$ cat src/hw/dtc_pkg.sv
// Constants shared by the dual 8-bit cascadable timer
package dtc_pkg;
  // Register addresses
  localparam logic [15:0] DTC_ADDR_PORT0_DIR  = 16'hff20;
  localparam logic [15:0] DTC_ADDR_MODE_A     = 16'hff6d;
  localparam logic [15:0] DTC_ADDR_MODE_B     = 16'hff6e;
  localparam logic [15:0] DTC_ADDR_CARRIER    = 16'hff6f;
  localparam logic [15:0] DTC_ADDR_COMPARE_A  = 16'hff68;
  localparam logic [15:0] DTC_ADDR_COMPARE_B  = 16'hff69;
  localparam logic [15:0] DTC_ADDR_COUNTER_A  = 16'hff6a;
  localparam logic [15:0] DTC_ADDR_COUNTER_B  = 16'hff6b;
  // Reset values
  localparam logic [7:0]  DTC_RST_PORT0_DIR   = 8'hff;
  localparam logic [7:0]  DTC_RST_MODE        = 8'h00;
  localparam logic [7:0]  DTC_RST_CARRIER     = 8'h00;
  localparam logic [7:0]  DTC_RST_COMPARE     = 8'h00;
  // Writable bit masks, other bits read as zero
  localparam logic [7:0]  DTC_MASK_MODE_A     = 8'h9b;
  localparam logic [7:0]  DTC_MASK_MODE_B     = 8'hbf;
  // Field positions
  localparam int DTC_BIT_RUN       = 7;
  localparam int DTC_BIT_OE        = 0;
  localparam int DTC_BIT_MODE_A    = 1;
  localparam int DTC_POS_CLK_A     = 3;
  localparam int DTC_POS_CLK_B     = 3;
  localparam int DTC_POS_MODE_B    = 1;
  localparam int DTC_BIT_GATE      = 0;
  localparam int DTC_BIT_GATE_NEXT = 1;
  localparam int DTC_BIT_STEADY_HI = 2;
  localparam int DTC_BIT_PIN6      = 6;
  localparam int DTC_BIT_PIN7      = 7;
  // Prescaler divisors of the system clock
  localparam logic [5:0]  DTC_DIV16_MASK      = 6'h0f;
  localparam logic [5:0]  DTC_DIV64_MASK      = 6'h3f;
  localparam logic [5:0]  DTC_DIV4_MASK       = 6'h03;
  localparam logic [5:0]  DTC_DIV8_MASK       = 6'h07;
  // Mode codes {mode_sel_a, mode_sel_b_hi, mode_sel_b_lo}
  localparam logic [2:0]  DTC_MODE_DISCRETE   = 3'h0;
  localparam logic [2:0]  DTC_MODE_CASCADE    = 3'h5;
  localparam logic [2:0]  DTC_MODE_CARRIER    = 3'h3;
  localparam logic [2:0]  DTC_MODE_PWM_B      = 3'h2;
  // Clock select codes
  localparam logic [1:0]  DTC_CLKA_DIV16      = 2'h0;
  localparam logic [1:0]  DTC_CLKA_DIV64      = 2'h1;
  localparam logic [1:0]  DTC_CLKA_MATCH_B    = 2'h2;
  localparam logic [1:0]  DTC_CLKA_OUT_B      = 2'h3;
  localparam logic [2:0]  DTC_CLKB_DIV4       = 3'h0;
  localparam logic [2:0]  DTC_CLKB_DIV8       = 3'h1;
  localparam logic [2:0]  DTC_CLKB_EXT1       = 3'h2;
  localparam logic [2:0]  DTC_CLKB_EXT2       = 3'h3;
  localparam logic [2:0]  DTC_CLKB_EXT4       = 3'h4;
  localparam logic [2:0]  DTC_CLKB_EXT8       = 3'h5;
  localparam logic [7:0]  DTC_COUNT_TOP       = 8'hff;
endpackage

$ cat src/hw/dtc_timer_unit.sv
// One 8-bit counter with its square-wave flip-flop
`timescale 1ns/1ps
module dtc_timer_unit #(
  parameter int WIDTH = 8
) (
  // Clock and reset
  input  wire logic             core_clk_i,
  input  wire logic             nrst_i,
  // Control
  input  wire logic             tick_i,
  input  wire logic             run_i,
  input  wire logic             wrap_i,
  input  wire logic             toggle_i,
  input  wire logic             oe_i,
  // State
  output logic [WIDTH-1:0]      count_o,
  output logic                  wave_o
);
  // Elaboration-time check; a zero-width counter cannot hold a count
  if (WIDTH < 1) begin : g_width_check
    $error("dtc_timer_unit: WIDTH must be at least 1");
  end

  // Count; stopping clears, wrap or overflow returns to zero
  always_ff @(posedge core_clk_i or negedge nrst_i) begin
    if (!nrst_i) begin
      count_o <= '0;
    end else if (!run_i) begin
      count_o <= '0;
    end else if (tick_i) begin
      count_o <= wrap_i ? '0 : WIDTH'(count_o + 1'b1);
    end
  end

  // Square wave starts low and is forced low when stopped
  always_ff @(posedge core_clk_i or negedge nrst_i) begin
    if (!nrst_i) begin
      wave_o <= 1'b0;
    end else if (!run_i || !oe_i) begin
      wave_o <= 1'b0;
    end else if (toggle_i) begin
      wave_o <= ~wave_o;
    end
  end
endmodule

$ cat src/hw/dtc_top.sv
// Dual 8-bit cascadable timer with port-0 direction register
//
// Contract
// - In carrier mode, gate 0 drives timer output B low; gate 1 gives carrier or high.
// - Gate bit accepts writes only while timer output B is disabled.
// - Each direction bit: 0 drives the pin, 1 leaves it input.
// - Direction register resets to all ones, every pin input.
// - On match, counter clears at next count and raises its interrupt.
// - Timer A clock: fx/16, fx/64, B match, or B output.
// - Timer B clock: fx/4, fx/8, or external input over 1,2,4,8.
// - Match interval equals compare plus one count periods.
// - Only counter B counts external input edges.
// - Square wave inverts output on each match.
// - Square wave starts low and is forced low when stopped.
// - Square wave period is twice compare plus one count periods.
// - Cascade: counter A upper byte, counter B lower byte.
// - Cascade: run bit B starts and clears both, run A ignored.
// - Cascade: joint match clears both and raises only interrupt B.
// - Mode code: 000 discrete, 101 cascade, 011 carrier, 010 PWM (code 010 runs as discrete here).
// - Clearing run bit clears and stops the counter.
// - Counter returns to zero on overflow; cascade wraps together.
`timescale 1ns/1ps
module dtc_top
  import dtc_pkg::*;
(
  // Clock and reset
  input  wire logic        core_clk_i,
  input  wire logic        nrst_i,
  // Register access
  input  wire logic [15:0] reg_addr_i,
  input  wire logic        reg_wr_i,
  input  wire logic        reg_rd_i,
  input  wire logic [7:0]  reg_wdata_i,
  output logic      [7:0]  reg_rdata_o,
  // Pins
  input  wire logic        event_input_b_i,
  output logic             timer_out_a_o,
  output logic             timer_out_b_o,
  output logic      [7:0]  port0_oe_n_o,
  // Interrupt requests
  output logic             match_irq_a_o,
  output logic             match_irq_b_o
);
  import dtc_pkg::*;

  logic [7:0] port0_direction_reg;
  logic [7:0] mode_a_reg;
  logic [7:0] mode_b_reg;
  logic [7:0] carrier_out_ctrl_reg;
  logic [7:0] compare_a_reg;
  logic [7:0] compare_b_reg;
  logic [5:0] presc_reg;
  logic [1:0] ext_sync_reg;
  logic       ext_prev_reg;
  logic [2:0] ext_div_reg;
  logic       wave_b_prev_reg;
  logic       out_a_reg;
  logic       out_b_reg;
  logic [7:0] counter_a;
  logic [7:0] counter_b;
  logic       wave_a;
  logic       wave_b;

  // Prescaler tap: true once per divisor period
  function automatic logic tap(input logic [5:0] cnt,
                               input logic [5:0] mask);
    tap = ((cnt & mask) == mask);
  endfunction

  // Control field decode
  wire        run_a          = mode_a_reg[DTC_BIT_RUN];
  wire        run_b          = mode_b_reg[DTC_BIT_RUN];
  wire        out_enable_a   = mode_a_reg[DTC_BIT_OE];
  wire        out_enable_b   = mode_b_reg[DTC_BIT_OE];
  wire [1:0]  clk_sel_a      = mode_a_reg[DTC_POS_CLK_A +: 2];
  wire [2:0]  clk_sel_b      = mode_b_reg[DTC_POS_CLK_B +: 3];
  wire [2:0]  mode_code      = {mode_a_reg[DTC_BIT_MODE_A],
                                mode_b_reg[DTC_POS_MODE_B +: 2]};
  wire        cascade        = (mode_code == DTC_MODE_CASCADE);
  wire        carrier_mode   = (mode_code == DTC_MODE_CARRIER);
  wire        carrier_gate   = carrier_out_ctrl_reg[DTC_BIT_GATE];
  wire        carrier_gate_next =
                carrier_out_ctrl_reg[DTC_BIT_GATE_NEXT];
  wire        steady_high    = carrier_out_ctrl_reg[DTC_BIT_STEADY_HI];
  wire        run_a_eff      = cascade ? run_b : run_a;

  // External edge, read only from the second synchroniser stage
  wire        ext_rise       = ext_sync_reg[1] & ~ext_prev_reg;
  wire        ext_tick_2     = ext_rise & ext_div_reg[0];
  wire        ext_tick_4     = ext_rise & (&ext_div_reg[1:0]);
  wire        ext_tick_8     = ext_rise & (&ext_div_reg);

  // Timer B count clock select
  logic       sel_b;
  always_comb begin
    case (clk_sel_b)
      DTC_CLKB_DIV4: sel_b = tap(presc_reg, DTC_DIV4_MASK);
      DTC_CLKB_DIV8: sel_b = tap(presc_reg, DTC_DIV8_MASK);
      DTC_CLKB_EXT1: sel_b = ext_rise;
      DTC_CLKB_EXT2: sel_b = ext_tick_2;
      DTC_CLKB_EXT4: sel_b = ext_tick_4;
      DTC_CLKB_EXT8: sel_b = ext_tick_8;
      default:       sel_b = 1'b0;  // Prohibited codes never count
    endcase
  end

  // Compare against the live compare register, so updates act at once
  wire        match_b  = (counter_b == compare_b_reg);
  wire        match_a  = (counter_a == compare_a_reg);
  wire        joint    = match_a & match_b;
  wire        tick_b   = run_b & sel_b;
  wire        wrap_b   = cascade ? joint : match_b;
  wire        event_b  = tick_b & wrap_b;
  wire        wave_b_rise = wave_b & ~wave_b_prev_reg;

  // Timer A count clock select; cascade carries from counter B
  logic       sel_a;
  always_comb begin
    case (clk_sel_a)
      DTC_CLKA_DIV16:   sel_a = tap(presc_reg, DTC_DIV16_MASK);
      DTC_CLKA_DIV64:   sel_a = tap(presc_reg, DTC_DIV64_MASK);
      DTC_CLKA_MATCH_B: sel_a = event_b;
      DTC_CLKA_OUT_B:   sel_a = wave_b_rise;
      default:          sel_a = 1'b0;
    endcase
  end

  wire        carry_b  = tick_b & (joint | (counter_b == DTC_COUNT_TOP));
  wire        tick_a   = cascade ? carry_b : (run_a & sel_a);
  wire        wrap_a   = cascade ? joint : match_a;
  wire        event_a  = tick_a & wrap_a & ~cascade;

  // Register decode
  wire        wr_dir   = reg_wr_i & (reg_addr_i == DTC_ADDR_PORT0_DIR);
  wire        wr_mode_a = reg_wr_i & (reg_addr_i == DTC_ADDR_MODE_A);
  wire        wr_mode_b = reg_wr_i & (reg_addr_i == DTC_ADDR_MODE_B);
  wire        wr_carr  = reg_wr_i & (reg_addr_i == DTC_ADDR_CARRIER);
  wire        wr_cmp_a = reg_wr_i & (reg_addr_i == DTC_ADDR_COMPARE_A);
  wire        wr_cmp_b = reg_wr_i & (reg_addr_i == DTC_ADDR_COMPARE_B);
  wire        reload_gate = carrier_mode & event_a;

  // Gate bit is locked while output B is enabled, so a running
  // carrier cannot glitch; the reload path still updates it
  wire        carrier_gate_new =
                wr_carr & ~out_enable_b ? reg_wdata_i[DTC_BIT_GATE]
              : reload_gate ? carrier_gate_next : carrier_gate;
  wire [7:0]  carrier_next =
                wr_carr ? {5'h00, reg_wdata_i[DTC_BIT_STEADY_HI],
                           reg_wdata_i[DTC_BIT_GATE_NEXT],
                           carrier_gate_new}
                        : {carrier_out_ctrl_reg[7:1], carrier_gate_new};

  // Read data mux, unmapped addresses read zero
  logic [7:0] rdata_next;
  always_comb begin
    case (reg_addr_i)
      DTC_ADDR_PORT0_DIR: rdata_next = port0_direction_reg;
      DTC_ADDR_MODE_A:    rdata_next = mode_a_reg;
      DTC_ADDR_MODE_B:    rdata_next = mode_b_reg;
      DTC_ADDR_CARRIER:   rdata_next = carrier_out_ctrl_reg;
      DTC_ADDR_COMPARE_A: rdata_next = compare_a_reg;
      DTC_ADDR_COMPARE_B: rdata_next = compare_b_reg;
      DTC_ADDR_COUNTER_A: rdata_next = counter_a;
      DTC_ADDR_COUNTER_B: rdata_next = counter_b;
      default:            rdata_next = 8'h00;
    endcase
  end

  // Software registers
  always_ff @(posedge core_clk_i or negedge nrst_i) begin
    if (!nrst_i) begin
      port0_direction_reg  <= DTC_RST_PORT0_DIR;
      mode_a_reg           <= DTC_RST_MODE;
      mode_b_reg           <= DTC_RST_MODE;
      carrier_out_ctrl_reg <= DTC_RST_CARRIER;
      compare_a_reg        <= DTC_RST_COMPARE;
      compare_b_reg        <= DTC_RST_COMPARE;
      reg_rdata_o          <= 8'h00;
    end else begin
      if (wr_dir)    port0_direction_reg <= reg_wdata_i;
      if (wr_mode_a) mode_a_reg <= reg_wdata_i & DTC_MASK_MODE_A;
      if (wr_mode_b) mode_b_reg <= reg_wdata_i & DTC_MASK_MODE_B;
      if (wr_cmp_a)  compare_a_reg <= reg_wdata_i;
      if (wr_cmp_b)  compare_b_reg <= reg_wdata_i;
      carrier_out_ctrl_reg <= carrier_next;
      if (reg_rd_i)  reg_rdata_o <= rdata_next;
    end
  end

  // Prescaler, input synchroniser and edge divider
  always_ff @(posedge core_clk_i or negedge nrst_i) begin
    if (!nrst_i) begin
      presc_reg       <= 6'h00;
      ext_sync_reg    <= 2'h0;
      ext_prev_reg    <= 1'b0;
      ext_div_reg     <= 3'h0;
      wave_b_prev_reg <= 1'b0;
    end else begin
      presc_reg       <= 6'(presc_reg + 1'b1);
      ext_sync_reg    <= {ext_sync_reg[0], event_input_b_i};
      ext_prev_reg    <= ext_sync_reg[1];
      if (!run_b)        ext_div_reg <= 3'h0;
      else if (ext_rise) ext_div_reg <= 3'(ext_div_reg + 1'b1);
      wave_b_prev_reg <= wave_b;
    end
  end

  // Counter A is upper byte, counter B lower byte in cascade
  dtc_timer_unit #(.WIDTH(8)) u_timer_a (
    .core_clk_i (core_clk_i),
    .nrst_i     (nrst_i),
    .tick_i     (tick_a),
    .run_i      (run_a_eff),
    .wrap_i     (wrap_a),
    .toggle_i   (event_a),
    .oe_i       (out_enable_a),
    .count_o    (counter_a),
    .wave_o     (wave_a)
  );

  dtc_timer_unit #(.WIDTH(8)) u_timer_b (
    .core_clk_i (core_clk_i),
    .nrst_i     (nrst_i),
    .tick_i     (tick_b),
    .run_i      (run_b),
    .wrap_i     (wrap_b),
    .toggle_i   (event_b),
    .oe_i       (out_enable_b),
    .count_o    (counter_b),
    .wave_o     (wave_b)
  );

  // Pin drivers; gate only matters in carrier mode
  wire out_b_next = out_enable_b &
                    (carrier_mode ? (carrier_gate &
                                     (steady_high | wave_b))
                                  : wave_b);
  always_ff @(posedge core_clk_i or negedge nrst_i) begin
    if (!nrst_i) begin
      out_a_reg     <= 1'b0;
      out_b_reg     <= 1'b0;
      match_irq_a_o <= 1'b0;
      match_irq_b_o <= 1'b0;
    end else begin
      out_a_reg     <= out_enable_a & wave_a;
      out_b_reg     <= out_b_next;
      match_irq_a_o <= event_a;
      match_irq_b_o <= event_b;
    end
  end

  assign timer_out_a_o = out_a_reg;
  assign timer_out_b_o = out_b_reg;
  assign port0_oe_n_o  = port0_direction_reg;

  // Checks
  property p_gate_low;
    @(posedge core_clk_i) disable iff (!nrst_i)
    carrier_mode & ~carrier_gate |=> ~timer_out_b_o;
  endproperty
  a_gate_low: assert property (p_gate_low)
    else $error("output B high with gate closed");

  property p_gate_lock;
    @(posedge core_clk_i) disable iff (!nrst_i)
    wr_carr & out_enable_b & ~reload_gate |=> $stable(carrier_gate);
  endproperty
  a_gate_lock: assert property (p_gate_lock)
    else $error("gate written while output B enabled");

  property p_dir_write;
    @(posedge core_clk_i) disable iff (!nrst_i)
    wr_dir |=> port0_oe_n_o == $past(reg_wdata_i);
  endproperty
  a_dir_write: assert property (p_dir_write)
    else $error("direction write not applied");

  property p_match_clear;
    @(posedge core_clk_i) disable iff (!nrst_i)
    ~cascade & tick_b & match_b |=> counter_b == 8'h00 && match_irq_b_o;
  endproperty
  a_match_clear: assert property (p_match_clear)
    else $error("counter B not cleared on match");

  property p_irq_pulse;
    @(posedge core_clk_i) disable iff (!nrst_i)
    match_irq_b_o |=> ~match_irq_b_o;
  endproperty
  a_irq_pulse: assert property (p_irq_pulse)
    else $error("interrupt B longer than one cycle");

  property p_casc_no_a;
    @(posedge core_clk_i) disable iff (!nrst_i)
    cascade & $past(cascade) |-> ~match_irq_a_o;
  endproperty
  a_casc_no_a: assert property (p_casc_no_a)
    else $error("interrupt A raised in cascade");

  property p_stop_clear;
    @(posedge core_clk_i) disable iff (!nrst_i)
    ~run_b |=> counter_b == 8'h00 && (!$past(cascade) || counter_a == 8'h00);
  endproperty
  a_stop_clear: assert property (p_stop_clear)
    else $error("stopped counter not cleared");

  property p_wave_stop;
    @(posedge core_clk_i) disable iff (!nrst_i)
    ~run_a_eff |=> ~wave_a ##1 ~timer_out_a_o;
  endproperty
  a_wave_stop: assert property (p_wave_stop)
    else $error("square wave A not forced low");

  property p_casc_carry;
    @(posedge core_clk_i) disable iff (!nrst_i)
    cascade & run_b & tick_b & (counter_b == 8'hff) & ~joint
      |=> counter_a == 8'($past(counter_a) + 1'b1) && counter_b == 8'h00;
  endproperty
  a_casc_carry: assert property (p_casc_carry)
    else $error("cascade carry lost");

  c_irq_b:   cover property (@(posedge core_clk_i) match_irq_b_o);
  c_irq_a:   cover property (@(posedge core_clk_i) match_irq_a_o);
  c_joint:   cover property (@(posedge core_clk_i) cascade & event_b);
  c_ext:     cover property (@(posedge core_clk_i) tick_b & ext_rise);
endmodule

$ cat config.mk
export PLATFORM = sky130hd
export DESIGN_NAME = dtc_top
export DESIGN_NICKNAME = d
export VERILOG_FILES = /design/src/hw/dtc_pkg.sv /design/src/hw/dtc_timer_unit.sv /design/src/hw/dtc_top.sv
export SDC_FILE = /design/constraint.sdc
export NUM_CORES = 1
export LEC_CHECK = 0
export ABC_AREA = 0
export BUFFER_PORTS_ARGS = -buffer_cell sky130_fd_sc_hd__buf_2
export CAP_MARGIN = 20
export CELL_PAD_IN_SITES_DETAIL_PLACEMENT = 0
export CELL_PAD_IN_SITES_GLOBAL_PLACEMENT = 1
export CORE_MARGIN = 2
export CORE_UTILIZATION = 42
export DETAILED_ROUTE_END_ITERATION = 8
export PLACE_DENSITY = 0.81
export SYNTH_ARGS = -nofsm -noshare
export SYNTH_HDL_FRONTEND = slang
export SYNTH_SLANG_ARGS = --single-unit
$ cat constraint.sdc
create_clock -name core_clk_i -period 2.15 [get_ports core_clk_i]
set_input_delay 0.3225 -clock core_clk_i [delete_from_list [all_inputs] [get_ports core_clk_i]]
set_output_delay 0.3225 -clock core_clk_i [all_outputs]
set_load 0.1 [all_outputs]
Word level (Yosys, flattened, before mapping)
Index checks and enable logic that the tools add are counted.
{"block": "totals", "regBits": 82, "latch_bits": 0, "ramBits": 0, "mem_bits_ro": 0, "input_bits": 29, "out_inout_bits": 20, "elab_cells": 118, "memories": 0}
{"block": "classes", "add_sub_neg": 4, "multipliers": 0, "div": 0, "magnitude_cmp": 0, "eq_ne": 28, "shift": 0, "n_mux": 22, "bitwise": 31, "reduce_logical": 12}
{"cell": "$eq 16x16->1 const B", "count": 8}
{"cell": "$pmux 8 s8", "count": 1}
{"cell": "$mux 8", "count": 6}
{"cell": "$and 1x1->1", "count": 23}
{"cell": "$add 8x1->8 const B", "count": 2}
{"cell": "$eq 8x8->1", "count": 2}
{"cell": "$eq 3x3->1 const B", "count": 4}
{"cell": "$mux 1", "count": 11}
{"cell": "$eq 3x2->1 const B", "count": 3}
{"cell": "$eq 8x8->1 const B", "count": 1}
{"cell": "$add 6x1->6 const B", "count": 1}
{"cell": "$eq 2x2->1 const B", "count": 3}
{"cell": "$eq 6x6->1 const B", "count": 1}
{"cell": "$mux 3", "count": 2}
{"cell": "$not 1->1", "count": 6}
{"cell": "$pmux 1 s6", "count": 1}
{"cell": "$eq 4x4->1 const B", "count": 1}
{"cell": "$logic_not 1->1", "count": 4}
{"cell": "$ne 2x1->1 const B", "count": 2}
{"cell": "$pmux 1 s4", "count": 1}
{"cell": "$reduce_bool 2->1", "count": 2}
{"cell": "$add 3x1->3 const B", "count": 1}
{"cell": "$eq 3x1->1 const B", "count": 1}
{"cell": "$logic_not 3->1", "count": 1}
{"cell": "other kinds (7)", "count": 9}

Depth between registers and ports, before layout
{"block": "depth", "ltp_word": 14, "mapped_depth": 8}

Cells and area by module
From an unflattened synthesis, not the netlist that was laid out.
{"block": "unflattened", "cells_unflattened": 384, "hier_area_um2": 4287.9}
{"mod": "dtc_top", "instances": 1, "cells_each": 280, "area_per_inst_um2": 3269.4, "seq_area_each_um2": 1611.5}
{"mod": "dtc_timer_unit", "instances": 2, "cells_each": 52, "area_per_inst_um2": 509.2, "seq_area_each_um2": 225.2}

Worst setup path before layout
Ideal clock, no wire load.
{"block": "synth_path", "path_kind": "flip-flop to flip-flop", "from": "register presc_reg[0]", "to": "register carrier_out_ctrl_reg[0]", "setup_ns": 0.125, "arrival_time_ns": 2.194, "required_ns": 2.025, "slack_ns": -0.169, "path_stages_with_launch": 9, "n_path_buf": 0, "synth_period_minus_slack_ns": 2.319, "cell_sequence": "dfrtp_1 > ha_1 > ha_1 > mux2i_1 > o32a_2 > a2111oi_4 > o211ai_1 > mux2_1 > mux2_2"}
{"block": "synth_between", "elab_chain_cells": 12, "elab_cells_between_ends": 16, "cone_classes": "eq/ne: 4; mux: 5; bitwise: 7"}
{"item": "start, declared", "line": "dtc_top.sv:52", "source": "logic [5:0] presc_reg;"}
{"item": "start signal, assigned", "line": "dtc_top.sv:199", "source": "presc_reg <= 6'(presc_reg + 1'b1);"}
{"item": "$eq 3x3->1 / $eq 2x2->1 (equally long branches)", "line": "dtc_top.sv:67", "source": "tap = ((cnt & mask) == mask);"}
{"item": "$pmux 1 s6", "line": "dtc_top.sv:96", "source": "case (clk_sel_b)"}
{"item": "$and 1x1->1", "line": "dtc_top.sv:111", "source": "wire tick_b = run_b & sel_b;"}
{"item": "$and 1x1->1", "line": "dtc_top.sv:113", "source": "wire event_b = tick_b & wrap_b;"}
{"item": "$pmux 1 s4", "line": "dtc_top.sv:119", "source": "case (clk_sel_a)"}
{"item": "$and 1x1->1", "line": "dtc_top.sv:129", "source": "wire tick_a = cascade ? carry_b : (run_a & sel_a);"}
{"item": "$mux 1 *", "line": "dtc_top.sv:129"}
{"item": "$and 1x1->1 * (2 in a row)", "line": "dtc_top.sv:131", "source": "wire event_a = tick_a & wrap_a & ~cascade;"}
{"item": "$and 1x1->1 *", "line": "dtc_top.sv:140", "source": "wire reload_gate = carrier_mode & event_a;"}
{"item": "$mux 1 *", "line": "dtc_top.sv:146", "source": ": reload_gate ? carrier_gate_next : carrier_gate;"}
{"item": "$mux 1 *", "line": "dtc_top.sv:145", "source": "wr_carr & ~out_enable_b ? reg_wdata_i[DTC_BIT_GATE]"}
{"item": "end signal, assigned", "line": "dtc_top.sv:185", "source": "carrier_out_ctrl_reg <= carrier_next;"}
{"item": "end, declared", "line": "dtc_top.sv:49", "source": "logic [7:0] carrier_out_ctrl_reg;"}
Every way passes the cells marked *; elsewhere a longest branch is shown, timed or not.
A chain may end at the register's enable or synchronous reset.

Final worst setup path
{"block": "layout_path", "from": "register ext_prev_reg", "to": "register carrier_out_ctrl_reg[0]"}
{"block": "layout_between", "elab_chain_cells": 14, "elab_cells_between_ends": 17, "cone_classes": "mux: 5; bitwise: 12"}
{"item": "start, declared", "line": "dtc_top.sv:54", "source": "logic ext_prev_reg;"}
{"item": "start signal, assigned", "line": "dtc_top.sv:201", "source": "ext_prev_reg <= ext_sync_reg[1];"}
{"item": "$not 1->1 *", "line": "dtc_top.sv:88", "source": "wire ext_rise = ext_sync_reg[1] & ~ext_prev_reg;"}
{"item": "$and 1x1->1 *", "line": "dtc_top.sv:88"}
{"item": "$and 1x1->1, on equally long branches", "line": "dtc_top.sv:91, dtc_top.sv:89, dtc_top.sv:90"}
{"item": "$pmux 1 s6 *", "line": "dtc_top.sv:96"}
{"item": "$and 1x1->1 *", "line": "dtc_top.sv:111"}
{"item": "$and 1x1->1", "line": "dtc_top.sv:113"}
{"item": "$pmux 1 s4", "line": "dtc_top.sv:119"}
{"item": "$and 1x1->1", "line": "dtc_top.sv:129"}
{"item": "$mux 1 *", "line": "dtc_top.sv:129"}
{"item": "$and 1x1->1 * (2 in a row)", "line": "dtc_top.sv:131"}
{"item": "$and 1x1->1 *", "line": "dtc_top.sv:140"}
{"item": "$mux 1 *", "line": "dtc_top.sv:146"}
{"item": "$mux 1 *", "line": "dtc_top.sv:145"}
Marks and branches as above.

==> summary.txt <==
Power
  – PwrDens: 499 mW/mm^2
  – Clk pwr share: 40.8%
  – Peak VDD IR: 0.294 mV
  – Switch Pwr: 0.704 mW
  – P_int: 2.13 mW
  – Reg power frac: 54.5%
  – Leak Pwr: 2.63 nW
  – Sw frac: 24.8%
  – Logic pwr share: 4.7%

GRT
  – GRT Total Usage: 23.1%
  – Met2 usage in global routing: 37.7%
  – Overflow after GRT: 0
  – First-pass GRT wire length: 19,600 um
  – Largest net degree at the start of global routing: 38
  – Global-route track usage on met1: 31.6%
  – Most Used Layer, Global Route: met2
  – Initial antenna violation count: 0
  – Vias in the first global route: 3,655
  – GR Layer Usage met3: 4.27%

Drt
  – Starting DRC count in detailed routing: 343
  – Wire per inst: 19.3 um
  – Final wirelength: 12,700 um
  – Drt drc: 0
  – Routed Antenna Nets: 0
  – DR pass1 iterations: 5
  – Vias per inst: 5.61
  – Via count: 3,679

Logic synthesis
  – Post-Synthesis Cell Area: 0.00433 mm^2
  – Yosys warning count: 0
  – Average size of a mapped cell: 11.2 um^2
  – Mapped Cells: 386
  – Synth cell types: 65
  – Post-synth EDFFs: 0
  – FF+latch count, synth: 82
  – Post-synth top flop: dfrtp_1
  – Seq/Total Area, Yosys: 47.6%
  – Post-Syn Nets: 421
  – Async S/R FF share, synth: 100%

Clock network
  – Maximum level of the CTS H-tree: 3
  – Clock transition at path regs: 0.10 ns
  – CTS Sinks: 82
  – CTS root buffer: clkbuf_8
  – Number of buffers created by CTS: 9
  – Clk Latency, worst-skew pair: 0.36 ns
  – Buffer depth of the longest clock path: 2
  – TritonCTS clock tree: done

Flow run
  – Max-Cap Viols: 0

Worst setup path
  – Worst EP arrival: 2.64 ns
  – Kind of critical path: reg2reg
  – R2R cell count: 7
  – Crit path max fanout: 4
  – Worst Setup Start Kind: flip-flop
  – Setup crit end kind: flip-flop
  – Worst EP required: 2.39 ns

Cells and area
  – Fin nets: 550
  – Antenna Cells: 0
  – Final Non-Filler Cells: 656
  – Layout area overhead: 31.2%
  – Fin util: 55.8%
  – Cell area after layout: 0.00568 mm^2
  – Layout cell share with drive strength beyond 1: 44.8%

Outcome
  – Failing checks: negative setup slack
  – Status: finished with violations

Die
  – Die area: 0.0111 mm^2
  – Initial Util: 42.5%
  – Std cell rows: 37
  – Die Width: 106 um
  – Die span in y: 106 um
  – I/O Pins: 49
  – Core ar.: 0.0102 mm^2

Timing
  – Fin Hold WS: 0.0642 ns
  – Worst Tran Pin Value: 0.655 ns
  – Final WS setup: -0.245 ns
  – RSZ-0062 raised after global routing: yes
  – Fin Clk Skew: 0.0120 ns
  – Fmax: 0.417 GHz
  – Final setup violation count: 16
  – Fin. Hold Viols: 0
  – Slew margin rel.: 56.1%
  – Slew Limit Fails: 0
  – Crit path time final: 2.40 ns
  – Final period util: 111%

Hold path
  – Worst min-delay path class: in2reg
  – WHS Path Cells: 1

Place
  – Routability cong.: 0.882
  – Placed Area: 0.00525 mm^2
  – HPWL after DPL: 9490 um
  – PortBufs: 48
  – Placed cell count: 631
-- kinds of logic after synthesis --
kind of cell	after synthesis	synth area share, %
and+or+nand+nor	118	16.5
DFF	82	47.6
AOI/OAI and AO/OA	74	13.0
muxes	54	13.8
buffers and inverters	28	2.46
xor gates and xnor gates	24	4.86
adders and majority gates	6	1.73
-- synthesized netlist by cell type (3+ instances only) --
| library cell | instances | area, um^2 |
|---|---|---|
| a211oi_1 | 4 | 30.0 |
| a21oi_1 | 3 | 15.0 |
| a222oi_1 | 4 | 40.0 |
| a22o_1 | 6 | 52.6 |
| a22oi_1 | 5 | 37.5 |
| a311o_1 | 3 | 30.0 |
| and2_1 | 5 | 31.3 |
| and3_1 | 13 | 81.3 |
| clkbuf_1 | 9 | 33.8 |
| dfrtp_1 | 74 | 1850 |
| dfstp_2 | 8 | 210 |
| ha_1 | 6 | 75.1 |
| inv_1 | 18 | 67.6 |
| mux2_2 | 44 | 495 |
| mux2i_1 | 9 | 90.1 |
| nand2_1 | 23 | 86.3 |
| nand3_1 | 15 | 75.1 |
| nand4_1 | 8 | 50.1 |
| nor2_1 | 14 | 52.6 |
| nor2b_1 | 4 | 25.0 |
| nor3_1 | 5 | 25.0 |
| nor4_1 | 4 | 25.0 |
| o21ai_0 | 14 | 70.1 |
| o21ai_1 | 3 | 15.0 |
| o22a_1 | 3 | 26.3 |
| o22ai_1 | 8 | 50.1 |
| o31ai_1 | 4 | 30.0 |
| or2_1 | 3 | 18.8 |
| or2_2 | 3 | 18.8 |
| or4_1 | 3 | 22.5 |
| xnor2_1 | 22 | 193 |
-- metal layers --
metal  part of all wire (%)  vias up
li1                       -     1705
met1                     43     1830
met2                     49      132
met3                    6.4       12
met4                    1.3        0
met5                      0        -
-- power by group through the flow --
| stage | Sequential [mW] | Clock (mW) | Combinational [mW] |
|---|---|---|---|
| 2_1_floorplan | 1.58 | 0 | 0.0368 |
| 3_3_place_gp | 1.58 | 0 | 0.131 |
| 3_5_place_dp | 1.58 | 0 | 0.133 |
| 4_1_cts | 1.55 | 1.16 | 0.135 |
| 5_1_grt | 1.55 | 1.24 | 0.148 |
| 6_report | 1.55 | 1.16 | 0.134 |
-- critical path, stage by stage (launching register included) --
cell and delay [ns]:
dfrtp_1 0.38, nand2b_4 0.14, or4b_4 0.54, a2111oi_4 0.36, buf_4 0.20, o211ai_1 0.09
mux2_1 0.32, mux2_2 0.25
-- placed cells by master, fill, tap and decap left out, types with 6 or more instances in the layout --
cell type / instances
dfrtp_1: 74
buf_4: 73
buf_2: 47
mux2_2: 43
nand2_1: 23
xnor2_1: 22
inv_1: 18
nand3_1: 15
and3_1: 13
nor2_1: 13
mux2i_1: 9
clkbuf_8: 9
nand4_1: 8
o21ai_0: 8
o22ai_1: 8
dfstp_2: 8
a22o_1: 6
-- repair_timing --
item / CTS / global route
cloned: 1 / 0
hold endpoints to repair: 32 / 0
buffers inserted: 4 / 4
hold buffers: 1 / 0
pin swaps: 12 / 16
gates resized for setup: 17 / 22
setup endpoints to repair: 14 / 20
-- area by class of cell --
class | count | area [um^2]
Timing Repair Buffer | 127 | 870
Clock inverter | 7 | 75.1
Sequential cell | 82 | 2060
Inverter | 18 | 67.6
Multi-Input combinational cell | 277 | 2310
Tap cell | 136 | 170
Clock buffer | 9 | 124
Fill cell | 901 | 4500
-- final timing paths --
| check | startpoint | endpoint | slack [ns] |
|---|---|---|---|
| max in group asynchronous | nrst_i | port0_oe_n_o[7] | 1.07 |
| max reg2reg | ext_prev_reg | carrier_out_ctrl_reg[0] | -0.25 |
| min | event_input_b_i | ext_sync_reg[0] | 0.06 |
| min reg2reg | ext_sync_reg[0] | ext_sync_reg[1] | 0.38 |
| max | ext_prev_reg | carrier_out_ctrl_reg[0] | -0.25 |
| min in group asynchronous | nrst_i | u_timer_a.wave_o | 0.46 |
-- metrics by stage --
step                      power (mW)  worst slack (ns)  setup TNS [ns]
after CTS                       2.84            -0.246           -1.45
after detailed placement        1.71            -0.244           -3.46
after floorplan                 1.61            -0.148          -0.786
final                           2.84            -0.245           -2.13
after global routing            2.93            -0.377           -3.69
after global placement          1.71            -0.185           -2.54
(Power assumes the default switching activity.)
